`src/ixp_pkg.sv`:
```
package ixp_pkg;
    // ****************************************************************
    // Geometry and bus address
    // ****************************************************************
    localparam int         BANK_W        = 8;
    localparam int         PIN_W         = 16;
    localparam int         SYNC_W        = PIN_W + 4;
    localparam logic [5:0] I2C_ADDR_BASE = 6'h10;

    // ****************************************************************
    // Target register select: {kind, bank}
    // ****************************************************************
    localparam logic [1:0] KIND_IN  = 2'h0;
    localparam logic [1:0] KIND_OUT = 2'h1;
    localparam logic [1:0] KIND_POL = 2'h2;
    localparam logic [1:0] KIND_CFG = 2'h3;
    localparam logic [7:0] RST_OUT  = 8'hFF;
    localparam logic [7:0] RST_POL  = 8'h00;
    localparam logic [7:0] RST_CFG  = 8'hFF;

    // ****************************************************************
    // Local bus registers and events
    // ****************************************************************
    localparam logic [3:0] AV_STAT  = 4'h0;
    localparam logic [3:0] AV_MASK  = 4'h4;
    localparam logic [3:0] AV_PINS  = 4'h8;
    localparam int         EV_W     = 3;
    localparam int         EV_CHG   = 0;
    localparam int         EV_WR    = 1;
    localparam int         EV_RST   = 2;

    // ****************************************************************
    // Serial target states, Gray along the usual path
    // ****************************************************************
    typedef enum logic [2:0] {
        ST_IDLE = 3'b000,
        ST_RX   = 3'b001,
        ST_ACK  = 3'b011,
        ST_TX   = 3'b010,
        ST_MACK = 3'b110
    } ixp_state_e;
endpackage : ixp_pkg

```
`src/ixp_sync_if.sv`:
```
`timescale 1ns/10ps
// ********************************************************************
// Raw pins in, synchronised levels out
// ********************************************************************
interface ixp_sync_if #(
    parameter int W = 1
);
    logic [W-1:0] raw;
    logic [W-1:0] sync;
    modport syn (input raw, output sync);
    modport usr (output raw, input sync);
endinterface : ixp_sync_if

```
`src/ixp_sync.sv`:
```
`timescale 1ns/10ps
module ixp_sync #(
    parameter int W = 1
) (
    input  wire logic clk_in,
    input  wire logic rst_in,
    ixp_sync_if.syn   port
);
    logic [W-1:0] s1_q;
    logic [W-1:0] s1_d;
    logic [W-1:0] s2_q;
    logic [W-1:0] s2_d;

    // ****************************************************************
    // Two-stage synchroniser
    // ****************************************************************
    // Only the second stage is read outside
    always_comb begin
        s1_d = port.raw;
        s2_d = s1_q;
    end

    always_ff @(posedge clk_in or posedge rst_in) begin
        if (rst_in) begin
            s1_q <= '0;
            s2_q <= '0;
        end else begin
            s1_q <= s1_d;
            s2_q <= s2_d;
        end
    end

    assign port.sync = s2_q;
endmodule : ixp_sync

```
`src/ixp_expander_top.sv`:
```
// Local design decisions: the placing of the registers and the Avalon-MM slave port.
`timescale 1ns/10ps
module ixp_expander_top #(
    parameter logic [5:0] ADDR_BASE = ixp_pkg::I2C_ADDR_BASE
) (
    input  wire logic                      clk_sys_in,
    input  wire logic                      rst_in,
    input  wire logic [3:0]                avs_address_in,
    input  wire logic                      avs_read_in,
    input  wire logic                      avs_write_in,
    input  wire logic [31:0]               avs_writedata_in,
    output logic      [31:0]               avs_readdata_out,
    output logic                           avs_waitrequest_out,
    output logic                           irq_out,
    input  wire logic                      scl_in,
    input  wire logic                      sda_in,
    output logic                           sda_out,
    output logic                           sda_oe_out,
    input  wire logic                      reset_n_in,
    input  wire logic                      addr_sel_in,
    input  wire logic [ixp_pkg::PIN_W-1:0] io_pin_bank_in,
    output logic      [ixp_pkg::PIN_W-1:0] io_pin_bank_out,
    output logic      [ixp_pkg::PIN_W-1:0] io_pin_bank_oe_out,
    output logic                           int_n_out,
    output logic                           int_n_oe_out
);
    import ixp_pkg::*;

    // ****************************************************************
    // Pin synchronisers
    // ****************************************************************
    ixp_sync_if #(.W(SYNC_W)) sy_if ();

    // Every pin from outside passes two flops first
    assign sy_if.raw = {io_pin_bank_in, addr_sel_in, reset_n_in,
                        sda_in, scl_in};

    ixp_sync #(
        .W      (SYNC_W)
    ) u_sync (
        .clk_in (clk_sys_in),
        .rst_in (rst_in),
        .port   (sy_if.syn)
    );

    logic              scl_s;
    logic              sda_s;
    logic              rstn_s;
    logic              addr_s;
    logic [PIN_W-1:0]  pin_s;
    logic              scl_rise;
    logic              scl_fall;
    logic              start_det;
    logic              stop_det;
    logic              soft_rst;

    assign scl_s  = sy_if.sync[0];
    assign sda_s  = sy_if.sync[1];
    assign rstn_s = sy_if.sync[2];
    assign addr_s = sy_if.sync[3];
    assign pin_s  = sy_if.sync[SYNC_W-1:4];

    // ****************************************************************
    // Register state
    // ****************************************************************
    ixp_state_e        st_q, st_d;
    logic [2:0]        cnt_q, cnt_d;
    logic [7:0]        sh_q, sh_d;
    logic [1:0]        byte_q, byte_d;
    logic              rw_q, rw_d;
    logic              done_q, done_d;
    logic              nack_q, nack_d;
    logic [2:0]        ptr_q, ptr_d;
    logic              oe_q, oe_d;
    logic              scl_p_q, scl_p_d;
    logic              sda_p_q, sda_p_d;
    logic              cap_q, cap_d;
    logic              wr_ev_q, wr_ev_d;
    logic              chg_q, chg_d;
    logic [1:0][7:0]   out_q, out_d;
    logic [1:0][7:0]   pol_q, pol_d;
    logic [1:0][7:0]   cfg_q, cfg_d;
    logic [1:0][7:0]   in_q, in_d;
    logic              rd_now;

    // Edges seen on the synchronised serial lines
    assign scl_rise  = scl_s & ~scl_p_q;
    assign scl_fall  = ~scl_s & scl_p_q;
    assign start_det = scl_s & scl_p_q & sda_p_q & ~sda_s;
    assign stop_det  = scl_s & scl_p_q & ~sda_p_q & sda_s;
    assign soft_rst  = ~rstn_s;

    // Byte returned for a register select
    function automatic logic [7:0] rd_byte(
        input logic [2:0]      sel,
        input logic [1:0][7:0] pin,
        input logic [1:0][7:0] out,
        input logic [1:0][7:0] pol,
        input logic [1:0][7:0] cfg
    );
        logic [7:0] v;
        v = 8'h00;
        case (sel[2:1])
            KIND_IN:  v = pin[sel[0]] ^ pol[sel[0]];
            KIND_OUT: v = out[sel[0]];
            KIND_POL: v = pol[sel[0]];
            KIND_CFG: v = cfg[sel[0]];
            default:  v = 8'h00;
        endcase
        return v;
    endfunction : rd_byte

    // ****************************************************************
    // Serial target and its register file
    // ****************************************************************
    // Sampling at 50 MHz gives wide margin on a 2.5 us fast-mode clock
    always_comb begin
        st_d    = st_q;
        cnt_d   = cnt_q;
        sh_d    = sh_q;
        byte_d  = byte_q;
        rw_d    = rw_q;
        done_d  = done_q;
        nack_d  = nack_q;
        ptr_d   = ptr_q;
        oe_d    = oe_q;
        out_d   = out_q;
        pol_d   = pol_q;
        cfg_d   = cfg_q;
        in_d    = in_q;
        scl_p_d = scl_s;
        sda_p_d = sda_s;
        cap_d   = 1'b0;
        wr_ev_d = 1'b0;
        rd_now  = 1'b0;
        // Input change seen only on pins set as inputs
        chg_d   = |((pin_s ^ in_q) & cfg_q);
        if (cap_q) begin
            in_d = pin_s;
        end
        case (st_q)
            ST_IDLE: begin
                oe_d = 1'b0;
            end
            ST_RX: begin
                if (scl_rise) begin
                    sh_d   = {sh_q[6:0], sda_s};
                    cnt_d  = cnt_q + 3'd1;
                    done_d = (cnt_q == 3'd7);
                end else if (scl_fall && done_q) begin
                    done_d = 1'b0;
                    oe_d   = 1'b1;
                    st_d   = ST_ACK;
                    byte_d = (byte_q == 2'd2) ? 2'd2 : byte_q + 2'd1;
                    if (byte_q == 2'd0) begin
                        rw_d = sh_q[0];
                        // Unmatched address: stay silent until start
                        if (sh_q[7:1] != {ADDR_BASE, addr_s}) begin
                            oe_d = 1'b0;
                            st_d = ST_IDLE;
                        end
                    end else if (byte_q == 2'd1) begin
                        ptr_d = sh_q[2:0];
                    end else begin
                        // Data bytes alternate within a bank pair
                        ptr_d   = ptr_q ^ 3'd1;
                        wr_ev_d = 1'b1;
                        case (ptr_q[2:1])
                            KIND_OUT: out_d[ptr_q[0]] = sh_q;
                            KIND_POL: pol_d[ptr_q[0]] = sh_q;
                            KIND_CFG: cfg_d[ptr_q[0]] = sh_q;
                            default:  ;
                        endcase
                    end
                end
            end
            ST_ACK: begin
                if (scl_fall) begin
                    if (rw_q) begin
                        rd_now = 1'b1;
                    end else begin
                        oe_d  = 1'b0;
                        cnt_d = 3'd0;
                        st_d  = ST_RX;
                    end
                end
            end
            ST_TX: begin
                if (scl_fall) begin
                    if (cnt_q == 3'd7) begin
                        oe_d = 1'b0;
                        st_d = ST_MACK;
                    end else begin
                        sh_d  = {sh_q[6:0], 1'b0};
                        oe_d  = ~sh_q[6];
                        cnt_d = cnt_q + 3'd1;
                    end
                end
            end
            ST_MACK: begin
                if (scl_rise) begin
                    nack_d = sda_s;
                end else if (scl_fall) begin
                    if (nack_q) begin
                        st_d = ST_IDLE;
                    end else begin
                        rd_now = 1'b1;
                    end
                end
            end
            default: begin
                st_d = ST_IDLE;
                oe_d = 1'b0;
            end
        endcase
        // Load a read byte and latch the input bank being read
        if (rd_now) begin
            sh_d  = rd_byte(ptr_q, pin_s, out_q, pol_q, cfg_q);
            oe_d  = ~sh_d[7];
            cnt_d = 3'd0;
            st_d  = ST_TX;
            ptr_d = ptr_q ^ 3'd1;
            if (ptr_q[2:1] == KIND_IN) begin
                in_d[ptr_q[0]] = pin_s[ptr_q[0]*BANK_W +: BANK_W];
            end
        end
        // Start restarts the framing; repeated start keeps the pointer
        if (start_det) begin
            st_d   = ST_RX;
            cnt_d  = 3'd0;
            byte_d = 2'd0;
            done_d = 1'b0;
            oe_d   = 1'b0;
        end else if (stop_det) begin
            st_d = ST_IDLE;
            oe_d = 1'b0;
        end
        // Reset pin acts as power-on reset without losing power
        if (soft_rst) begin
            st_d   = ST_IDLE;
            oe_d   = 1'b0;
            done_d = 1'b0;
            ptr_d  = 3'd0;
            out_d  = {RST_OUT, RST_OUT};
            pol_d  = {RST_POL, RST_POL};
            cfg_d  = {RST_CFG, RST_CFG};
            cap_d  = 1'b1;
        end
    end

    // Power-on reset loads defaults and idles the target
    always_ff @(posedge clk_sys_in or posedge rst_in) begin
        if (rst_in) begin
            st_q    <= ST_IDLE;
            cnt_q   <= 3'd0;
            sh_q    <= 8'h00;
            byte_q  <= 2'd0;
            rw_q    <= 1'b0;
            done_q  <= 1'b0;
            nack_q  <= 1'b0;
            ptr_q   <= 3'd0;
            oe_q    <= 1'b0;
            scl_p_q <= 1'b0;
            sda_p_q <= 1'b0;
            cap_q   <= 1'b1;
            wr_ev_q <= 1'b0;
            chg_q   <= 1'b0;
            out_q   <= {RST_OUT, RST_OUT};
            pol_q   <= {RST_POL, RST_POL};
            cfg_q   <= {RST_CFG, RST_CFG};
            in_q    <= '0;
        end else begin
            st_q    <= st_d;
            cnt_q   <= cnt_d;
            sh_q    <= sh_d;
            byte_q  <= byte_d;
            rw_q    <= rw_d;
            done_q  <= done_d;
            nack_q  <= nack_d;
            ptr_q   <= ptr_d;
            oe_q    <= oe_d;
            scl_p_q <= scl_p_d;
            sda_p_q <= sda_p_d;
            cap_q   <= cap_d;
            wr_ev_q <= wr_ev_d;
            chg_q   <= chg_d;
            out_q   <= out_d;
            pol_q   <= pol_d;
            cfg_q   <= cfg_d;
            in_q    <= in_d;
        end
    end

    // ****************************************************************
    // Pin drive
    // ****************************************************************
    // Open drain lines only ever pull low; never a bus initiator
    assign sda_out            = 1'b0;
    assign sda_oe_out         = oe_q;
    assign int_n_out          = 1'b0;
    assign int_n_oe_out       = chg_q;
    assign io_pin_bank_out    = out_q;
    assign io_pin_bank_oe_out = ~cfg_q;

    // ****************************************************************
    // Local bus slave with sticky status and mask
    // ****************************************************************
    logic [EV_W-1:0]   stat_q, stat_d;
    logic [EV_W-1:0]   mask_q, mask_d;
    logic [EV_W-1:0]   ev;
    logic              ack_q, ack_d;
    logic [31:0]       rdat_q, rdat_d;
    logic              chg_p_q, chg_p_d;
    logic              srst_p_q, srst_p_d;
    logic              req;

    assign req = avs_read_in | avs_write_in;

    // One wait cycle per access; read data is registered
    always_comb begin
        ev         = '0;
        ev[EV_CHG] = chg_q & ~chg_p_q;
        ev[EV_WR]  = wr_ev_q;
        ev[EV_RST] = soft_rst & ~srst_p_q;
        chg_p_d    = chg_q;
        srst_p_d   = soft_rst;
        ack_d      = req & ~ack_q;
        rdat_d     = rdat_q;
        mask_d     = mask_q;
        stat_d     = stat_q;
        if (req && !ack_q) begin
            case (avs_address_in)
                AV_STAT: rdat_d = {{(32-EV_W){1'b0}}, stat_q};
                AV_MASK: rdat_d = {{(32-EV_W){1'b0}}, mask_q};
                AV_PINS: rdat_d = {15'h0000, chg_q, pin_s};
                default: rdat_d = 32'h0000_0000;
            endcase
        end
        if (ack_q && avs_write_in && avs_address_in == AV_MASK) begin
            mask_d = avs_writedata_in[EV_W-1:0];
        end
        // Read clears status; a new event in that cycle still lands
        if (ack_q && avs_read_in && avs_address_in == AV_STAT) begin
            stat_d = '0;
        end
        stat_d = stat_d | ev;
    end

    always_ff @(posedge clk_sys_in or posedge rst_in) begin
        if (rst_in) begin
            stat_q   <= '0;
            mask_q   <= '0;
            ack_q    <= 1'b0;
            rdat_q   <= 32'h0000_0000;
            chg_p_q  <= 1'b0;
            srst_p_q <= 1'b0;
        end else begin
            stat_q   <= stat_d;
            mask_q   <= mask_d;
            ack_q    <= ack_d;
            rdat_q   <= rdat_d;
            chg_p_q  <= chg_p_d;
            srst_p_q <= srst_p_d;
        end
    end

    assign avs_readdata_out    = rdat_q;
    assign avs_waitrequest_out = req & ~ack_q;
    assign irq_out             = |(stat_q & mask_q);
endmodule : ixp_expander_top

```
`config.mk`:
```
export PLATFORM = sky130hd
export DESIGN_NAME = ixp_expander_top
export DESIGN_NICKNAME = d
export VERILOG_FILES = /design/src/ixp_pkg.sv /design/src/ixp_sync_if.sv /design/src/ixp_sync.sv /design/src/ixp_expander_top.sv
export SDC_FILE = /design/constraint.sdc
export NUM_CORES = 1
export LEC_CHECK = 0
export BUFFER_PORTS_ARGS = -buffer_cell sky130_fd_sc_hd__buf_2
export CORE_UTILIZATION = 47
export CTS_CLUSTER_SIZE = 40
export DETAILED_ROUTE_END_ITERATION = 6
export PLACE_DENSITY = 0.72
export SLEW_MARGIN = 25
export SYNTH_ARGS = -nofsm -noshare
export SYNTH_HDL_FRONTEND = slang
export SYNTH_SLANG_ARGS = --single-unit
```
`constraint.sdc`:
```
create_clock -name clk_sys_in -period 14.6 [get_ports clk_sys_in]
set_input_delay 1.46 -clock clk_sys_in [delete_from_list [all_inputs] [get_ports clk_sys_in]]
set_output_delay 1.46 -clock clk_sys_in [all_outputs]
set_load 0.02 [all_outputs]
```
* Word level (Yosys, flattened, before mapping)
Index checks and enable logic that the tools add are counted.
** Cells by class
- $add $sub $neg :: 2
- Magnitude comparators :: 2
- Equality and inequality tests :: 49
- Shifts and indexed selects :: 1
- Multiplexer cells :: 113
- Bitwise logic cells :: 29
- Reductions and logical operators :: 31
** Operator list (number)
- two-way mux 16 bit :: 24
- two-way mux 8 bit :: 14
- two-way mux 3 bit :: 28
- bitwise mux 16 bit :: 4
- inequality test 6 bit, second input constant :: 9
- one-hot mux 17 bit (3 select lines) :: 1
- AND reduction 6 bit :: 6
- one-hot mux 8 bit (4 select lines) :: 1
- two-way mux 1 bit :: 28
- inequality test 3 bit, second input constant :: 8
- inequality test 4 bit, second input constant :: 6
- inequality test 2 bit, second input constant :: 10
- AND 16 bit :: 1
- inverter 16 bit :: 1
- one-hot mux 8 bit (2 select lines) :: 1
- OR reduction 16 bit :: 1
- indexed part select 16 x 5 -> 8 bit :: 1
- bitwise XOR 16 bit :: 1
- one-hot mux 3 bit (5 select lines) :: 1
- two-way mux 2 bit :: 7
- inverter 1 bit :: 12
- AND reduction 4 bit :: 3
- AND 1 bit :: 10
- inequality test 5 bit, second input constant :: 2
- other kinds (33) :: 47
** Word-level totals
- Register bits after elaboration :: 173
- Input port bits :: 60
- Output and inout port bits :: 70
- Word-level logic and storage cells :: 258

* Longest topological paths before layout
Gate-level depths: netlist of run 1.
- Word-level depth :: 12
- Gate-level depth with buffers :: 9
- Depth with buffers taken out :: 7

* By module
Synthesis of run 1 repeated with hierarchy kept, for this count alone.
** Unflattened totals
- Cells, all modules :: 642
- Area, all modules :: 7384.6 um2
** By module, submodules not included
- ixp_expander_top :: times used 1, cells an instance 601, area each 6379.9 um2, seq. area each 2994.1 um2
- ixp_sync :: times used 1, cells an instance 41, area each 1004.7 um2, seq. area each 1001.0 um2

* Worst setup path before layout of run 1
Ideal clock, no wire load.
- Kind :: input to output
- Start :: in avs_read_in
- End :: out avs_waitrequest_out
- Data arrival time :: 2.489 ns
- Setup slack :: 10.651 ns
- Cell stages on the path :: 5
- Buffers on the path :: 2
- Cells stage by stage :: nor2_1 > or2_2 > clkbuf_1 > inv_1 > clkbuf_1
** Between the ends
- Cells in the longest elaborated chain, start to end :: 2
** Ends and longest elaborated chain
- start, declared :: RTL line ixp_expander_top.sv:9 : input wire logic avs_read_in,
- OR 1 bit :: RTL line ixp_expander_top.sv:317 : assign req = avs_read_in | avs_write_in;
- AND 1 bit :: RTL line ixp_expander_top.sv:368 : assign avs_waitrequest_out = req & ~ack_q;
- end, declared :: RTL line ixp_expander_top.sv:13 : output logic avs_waitrequest_out,
Every way passes these cells.

* Worst setup path in the final report of run 1
Same ends and word-level chain as after synthesis.

==> metrics.md, run 1 <==
| Metric | Value |
|---|---|
| Global-route wire length before repair | `27,380 um` |
| Largest net degree at the start of global routing | `81` |
| Worst-Skew Late Latency | `0.43 ns` |
| Crit path max fanout | `18` |
| Die ar. | `16,000 um2` |
| Sequential element share of the synthesized area | `54.84%` |
| 1st-pass router iterations | `6` |
| DIE WIDTH | `126.5 um` |
| Cell Chain, Critical Path | `buf_2 -> nor2_1 -> or2_2 -> inv_1 -> buf_2` |
| Core Area | `15,150 um2` |
| Final Max Slew Viols | `0` |
| List of most frequent post-synthesis cells | `dfrtp_1, nand2_1, dfstp_2` |
| Register area | `3995 um2` |
| Antenna diodes | `0` |
| HP Class | `reg -> reg` |
| Area grow syn2layout | `14.19%` |
| Final Setup Violations | `0` |
| Synth cell types | `75` |
| Final hold viol count | `0` |
| Number of enable flip-flop cells after synthesis | `0` |
| Postcts setup bufs | `0` |
| Synthesis-stage register bit count | `158` |
| CTS Hold Buffers Added | `0` |
| Worst setup path class | `in -> out` |
| R2R depth | `5` |
| Initial DRC count | `374` |
| Synth Cell Area | `7284 um2` |
| Total power | `960.8 uW` |
| Worst EP arrival | `2.75 ns` |
| Setup slack, reg-to-reg | `12.09 ns` |
| Worst r2r src | `ptr_q[0]` |
| Clock sink count | `158` |
| Setup tns final | `0 ns` |
| Multi-input gate area | `2948 um2` |
| CP startpoint kind | `input pin` |
| Leakage power | `0.004064 uW` |
| # rows | `45` |
| RSZ-0062 raised after global routing | `no` |
| Post-synth ARST share | `100.0%` |
| VDD IR max | `0.00007916 V` |
| Placed cell count | `855` |
| Reg2reg end | `sda_oe_out` |
| ANT nets after route | `0` |
| Synth top area cells | `dfrtp_1, dfstp_2, mux2i_1` |
| Vias | `5,086` |
| Placer Congestion | `0.8428` |
| Post-DP HPWL | `11,510 um` |
| Resized cells post-CTS | `0` |
| Post-synth top area share | `42.94%` |
| Worst-margin pin slew | `0.9759 ns` |
| Routed WL per cell | `19.11 um` |
| Tcrit/Tclk final | `28.87%` |
| CTS max path bufs | `2` |
| Start point of the critical path | `avs_read_in` |
| Die H | `126.5 um` |
| CP Capture Type | `primary output` |
| Yosys warning total | `0` |
| Initial antenna violation count | `0` |
| I/O Buffers | `83` |
| Worst setup margin | `10.39 ns` |
| Most used cell, CP | `buf_2` |
| CTS clk-pin slew, worst paths | `0.06 ns` |
| Status | `complete, no violations` |
| CTS tree | `done` |
| Fill cell count | `1,241` |
| I/O pins | `130` |
| Cell Pwr Density | `115.5 nW/um2` |
| Max cap viols | `0` |
| Hold_sp | `u_sync.s1_q[4]` |
| Most used DFF post-synth | `dfrtp_1` |
| Post-placement setup slack | `10.40 ns` |
| Share of layout cells above drive strength 1 | `30.47%` |
| CTS Root Cell | `clkbuf_16` |
| Worst path required time | `13.14 ns` |
| Slew headroom | `34.94%` |
| Vias/cell | `5.734` |
| DRC errors left | `0` |
| GR Util All Layers | `22.77%` |
| Htree depth | `4` |
| Mapped Avg Cell Area | `11.77 um2` |
| Post-Syn Instances | `619` |
| Skew final | `0.008299 ns` |
| Cell taking the most area after synthesis | `dfrtp_1` |
| Final-stage net count | `750` |
| Vias in the first global route | `4,965` |
| Crit path to | `avs_waitrequest_out` |
| Remaining Overflow, GRT | `0` |
| CP max stage cell | `inv_1` |
| Post-Route WL | `16,950 um` |
| Final min period | `4.215 ns` |
| Fin cells | `887` |
| Initial Util | `48.10%` |
| CTS buffer count | `17` |
| Fmax | `237.3 MHz` |
| Cell with the most instances after synthesis | `dfrtp_1` |
| Max incr delay on CP | `0.47 ns` |
[layout make-up]
cell class / instances / area share (%)
Clock buffer: 23 / 6.107
Clock inverter: 9 / 0.8724
Inverter: 28 / 1.324
Multi-Input combinational cell: 394 / 35.44
Sequential cell: 158 / 48.03
Tap cell: 188 / 2.828
Timing Repair Buffer: 87 / 5.400
[critical path, delay by kind of cell]
family / cells / cell delay [ns]
buffers and inverters: 3 / 0.83
and+or+nand+nor: 2 / 0.46
[power by group]
group | internal [uW] | total [uW] | leakage [uW] | switching (uW)
Clock | 247 | 428 | 0.000283 | 181
Sequential | 455 | 470 | 0.00193 | 15.2
Combinational | 24.4 | 62.7 | 0.00185 | 38.4
Total | 726 | 961 | 0.00406 | 235
[per-layer routing]
metal / global-route usage, % / vias to the layer above / wire [um]
li1: - / 2285 / -
met1: 31.49 / 2574 / 7666
met2: 34.16 / 198 / 7835
met3: 6.031 / 29 / 1083
met4: 9.426 / 0 / 366
met5: 0 / - / 0
[sequential cells by signal, indices dropped and copies added, names as in the netlist, 2 cells and up]
signal            cells
u_sync.port.sync     20
u_sync.s1_q          20
avs_readdata_out     17
cfg_q                16
in_q                 16
io_pin_bank_out      16
pol_q                16
sh_q                  8
cnt_q                 3
mask_q                3
ptr_q                 3
st_q                  3
stat_q                3
byte_q                2
[layout by cell type, fill, tap and decap left out, types with 4 or more instances in the layout]
cell / Yosys / layout
a21oi_1: 11 / 11
a22o_1: 19 / 19
nor3b_1: 4 / 4
inv_6: 0 / 5
nor2b_1: 4 / 4
mux2i_1: 32 / 32
conb_1: 1 / 17
mux4_2: 14 / 14
mux2_2: 27 / 27
ha_1: 4 / 4
a21o_1: 5 / 5
o211ai_1: 9 / 9
o21ai_0: 15 / 15
xnor2_1: 15 / 15
nor2_1: 18 / 18
clkbuf_8: 0 / 6
nor3_1: 5 / 5
dfstp_2: 33 / 33
a211oi_1: 9 / 9
o22ai_1: 6 / 6
buf_2: 14 / 83
clkbuf_16: 0 / 17
nand3_1: 19 / 19
nand2_1: 81 / 81
xor2_1: 17 / 17
dfrtp_1: 125 / 125
inv_1: 27 / 26
[stage by stage]
step	util, %	area, um2	hold WS [ns]
2_1_floorplan	-	7345	0.3312
3_3_place_gp	51.06	7734	0.3319
3_5_place_dp	51.06	7734	0.3347
4_1_cts	54.89	8314	0.3498
5_1_grt	54.92	8318	0.3561
6_report	54.92	8318	0.3475
[cell families after synthesis]
group                      count (synthesis)  share of synthesized area (%)
AOI/OAI and AO/OA                        104                          10.86
xor gates and xnor gates                  32                          3.847
adders and majority gates                  4                         0.6871
buffers and inverters                     83                          5.513
DFF                                      158                          54.84
muxes                                     74                          13.05
other                                      1                        0.05148
and+or+nand+nor                          163                          11.15
[worst min-delay path by stage]
stage	to	slack [ns]	cells past startpoint
final	u_sync.port.sync[4]	0.35	0
after global routing	u_sync.port.sync[7]	0.36	0
after CTS	u_sync.port.sync[2]	0.35	0
after detailed placement	u_sync.port.sync[2]	0.33	0
after global placement	u_sync.port.sync[7]	0.33	0
after floorplan	u_sync.port.sync[0]	0.33	0
No activity file was read; power rests on OpenSTA's default activity.
==> run 2, diff against run 1 <==
--- a/config.mk
+++ b/config.mk
@@ -5,6 +5,7 @@
 export SDC_FILE = /design/constraint.sdc
 export NUM_CORES = 1
 export LEC_CHECK = 0
+export ABC_AREA = 1
 export BUFFER_PORTS_ARGS = -buffer_cell sky130_fd_sc_hd__buf_2
 export CORE_UTILIZATION = 47
 export CTS_CLUSTER_SIZE = 40
==> constraint.sdc (replaced) <==
create_clock -name clk_sys_in -period 4 [get_ports clk_sys_in]
set_input_delay 0.4 -clock clk_sys_in [delete_from_list [all_inputs] [get_ports clk_sys_in]]
set_output_delay 0.4 -clock clk_sys_in [all_outputs]
set_load 0.02 [all_outputs]
==> run 2 against run 1 <==
  * Global-route usage up 2.0 points
  * Combinational power rose to 9.7 times the previous value
  * Sequential share of layout area down 1.8 points
  * Clock power rose to 4.0 times the previous value
  * Highest routed layer unchanged
  * First-iteration DRC count up 45%
  * Synthesized cell count up 41%
  * Critical path depth up 4
  * Clock skew down 0.00053 ns
  * Die area up 2.1%
  * Clock-buffer cell count down 6
  * Utilization up 1.5 points
  * Via count up 23%
==> metrics.md, run 2 <==
| Metric | Value |
|---|---|
| Most common cell after layout, fill and taps aside | `nand2_1 (was dfrtp_1)` |
| Core Area | `15,310 um2 (was 15,150 um2)` |
| Post-Route WL | `19,080 um (was 16,950 um)` |
| Cell with the most instances after synthesis | `nand2_1 (was dfrtp_1)` |
| Antenna diodes | `0 (unchanged)` |
| Final-stage net count | `1,025 (was 750)` |
| Die H | `127.8 um (was 126.5 um)` |
| Postcts setup bufs | `0 (unchanged)` |
| Setup tns final | `0 ns (unchanged)` |
| CP Capture Type | `register (was primary output)` |
| Post-Syn Instances | `875 (was 619)` |
| Max cap viols | `0 (unchanged)` |
| VDD IR max | `0.0003664 V (was 0.00007916 V)` |
| DIE WIDTH | `127.8 um (was 126.5 um)` |
| CTS buffer count | `17 (unchanged)` |
| Sequential element share of the synthesized area | `53.68% (was 54.84%)` |
| Worst EP arrival | `2.58 ns (was 2.75 ns)` |
| Worst-Skew Late Latency | `0.43 ns (about the same)` |
| Routed WL per cell | `16.10 um (was 19.11 um)` |
| CP startpoint kind | `register (was input pin)` |
| Post-DP HPWL | `13,400 um (was 11,510 um)` |
| Share of layout cells above drive strength 1 | `19.61% (was 30.47%)` |
| Number of enable flip-flop cells after synthesis | `0 (unchanged)` |
| Skew final | `0.007770 ns (was 0.008299 ns)` |
| Area grow syn2layout | `16.16% (was 14.19%)` |
| Initial DRC count | `544 (was 374)` |
| 1st-pass router iterations | `6 (unchanged)` |
| Most used DFF post-synth | `dfrtp_1 (unchanged)` |
| Largest net degree at the start of global routing | `54 (was 81)` |
| WHS | `0.07215 ns (was 0.3475 ns)` |
| Synthesis-stage register bit count | `158 (unchanged)` |
| Initial Util | `48.59% (was 48.10%)` |
| Cell taking the most area after synthesis | `dfrtp_1 (unchanged)` |
| Post-synth ARST share | `100.0% (unchanged)` |
| Mapped Avg Cell Area | `8.505 um2 (was 11.77 um2)` |
| RSZ-0062 raised after global routing | `no (unchanged)` |
| Placer Congestion | `0.9173 (was 0.8428)` |
| # rows | `45 (unchanged)` |
| Cell Pwr Density | `484.4 nW/um2 (was 115.5 nW/um2)` |
| Vias in the first global route | `6,010 (was 4,965)` |
| Die ar. | `16,340 um2 (was 16,000 um2)` |
| Status | `complete, no violations (unchanged)` |
| Post-synth top area share | `42.03% (was 42.94%)` |
| Fmax | `451.3 MHz` |
| List of most frequent post-synthesis cells | `nand2_1, dfrtp_1, o21ai_0 (was dfrtp_1, nand2_1, dfstp_2)` |
| Vias/cell | `5.292 (was 5.734)` |
| HP Class | `in -> reg (was reg -> reg)` |
| Commonest cells after routing, fill and taps aside | `nand2_1, dfrtp_1, o21ai_0 (was dfrtp_1, buf_2, nand2_1)` |
| Slew headroom | `37.64% (was 34.94%)` |
| Final Setup Violations | `0 (unchanged)` |
| Post-route cell area | `8645 um2 (was 8318 um2)` |
| Crit path max fanout | `13 (was 18)` |
| Cell Area, Placed | `7995 um2 (was 7734 um2)` |
| Leakage power | `0.004306 uW (was 0.004064 uW)` |
| Final Max Slew Viols | `0 (unchanged)` |
| CTS clk-pin slew, worst paths | `0.07 ns (was 0.06 ns)` |
| Total power | `4188 uW (was 960.8 uW)` |
| Final min period | `2.216 ns` |
| Remaining Overflow, GRT | `0 (unchanged)` |
| I/O Buffers | `83 (unchanged)` |
| Worst path required time | `4.36 ns (was 13.14 ns)` |
| CTS Root Cell | `clkbuf_16 (unchanged)` |
| Clock sink count | `158 (unchanged)` |
| CTS tree | `done (unchanged)` |
| Synth top area cells | `dfrtp_1, dfstp_2, nand2_1 (was dfrtp_1, dfstp_2, mux2i_1)` |
| Worst setup path class | `reg -> reg (was in -> out)` |
| DRC errors left | `0 (unchanged)` |
| ANT nets after route | `0 (unchanged)` |
| Final hold viol count | `0 (unchanged)` |
| Fill cell count | `1,380 (was 1,241)` |
| Initial antenna violation count | `0 (unchanged)` |
| Global-route wire length before repair | `30,910 um (was 27,380 um)` |
| I/O pins | `130 (unchanged)` |
| Synth Cell Area | `7442 um2 (was 7284 um2)` |
| Vias | `6,271 (was 5,086)` |
| CTS max path bufs | `2 (unchanged)` |
| Htree depth | `4 (unchanged)` |
| Tcrit/Tclk final | `55.40%` |
| Post-layout util | `56.45% (was 54.92%)` |
| Worst-margin pin slew | `0.9344 ns (was 0.9759 ns)` |
| Yosys warning total | `0 (unchanged)` |
| GR Util All Layers | `24.81% (was 22.77%)` |
| Synth cell types | `36 (was 75)` |
-- run 2: cell count changes in the layout (fill, tap and decap cells not counted), sizes merged, moves of 32 or more --
cell and change:
nand2 +149, o21ai +110, inv +63, nor2 +52, nand3 +40, a21oi +32, mux2i -32
-- run 2: cell type report --
cell class	count	area, um2	share of cell area [%]
clock buffers	17	425.4	4.921
flip-flops and latches	158	3995	46.22
inverters	89	337.8	3.908
repair buffers	92	510.5	5.905
multi-input cells	603	2918	33.75
clock inverters	15	193.9	2.243
well taps	211	264.0	3.054
-- run 2: critical path: stages (launching register included) --
cell	delay, ns
dfrtp_1	0.38
inv_1	0.21
nand3_2	0.17
inv_1	0.11
nand2_1	0.07
nand2_1	0.38
nand3_2	0.32
nand2_1	0.32
nand2_1	0.09
nand2_1	0.08
-- run 2: power breakdown --
| group | leakage (uW) | internal [uW] | total, uW | switching, uW |
|---|---|---|---|---|
| clock | 0.000305 | 1000 | 1710 | 706 |
| sequential | 0.00192 | 1770 | 1870 | 100 |
| combinational | 0.00208 | 182 | 610 | 428 |
| total | 0.00431 | 2950 | 4190 | 1230 |
-- run 2: per-stage QoR --
step,cells,setup WS [ns]
4_1_cts,1183,1.834
5_1_grt,1185,1.647
3_3_place_gp,1151,1.881
6_report,1185,1.784
3_5_place_dp,1151,1.855
2_1_floorplan,891,1.626
-- run 2: kinds of logic (layout without fill, tap and decap cells) --
| logic type | Yosys count | count (layout) | synth area share, % |
|---|---|---|---|
| buf+inv | 130 | 213 | 7.952 |
| compound gates | 189 | 189 | 13.72 |
| flops | 158 | 158 | 53.68 |
| fa+ha+maj | 4 | 4 | 0.6725 |
| xor+xnor | 6 | 6 | 0.7061 |
| other cells | 1 | 17 | 0.05039 |
| mux | 6 | 6 | 0.9078 |
| simple gates | 381 | 381 | 22.31 |
-- run 2: worst paths after layout --
check                                   from             endpoint  slack [ns]  cells after the start
max                                  st_q[2]             in_q[11]        1.78                      9
min                        io_pin_bank_in[5]       u_sync.s1_q[9]        0.07                      1
max reg2reg                          st_q[2]             in_q[11]        1.78                      9
min reg2reg                   u_sync.s1_q[2]  u_sync.port.sync[2]        0.35                      0
max in group asynchronous             rst_in   io_pin_bank_out[2]        2.49                      5
min in group asynchronous             rst_in      u_sync.s1_q[12]        0.50                      3
-- run 2: per-layer routing --
metal	GRT usage, %	part of all wire (%)	up-vias
met5	0	0	-
met4	7.197	1.3	0
met3	5.718	8.2	25
met2	38.14	46	267
met1	35.22	45	2982
li1	-	-	2997
-- run 2: repair_timing --
item | 4_1_cts | 5_1_grt
hold buffers | 0 | 1
gates resized for setup | 0 | 0
hold endpoints to repair | 0 | 8
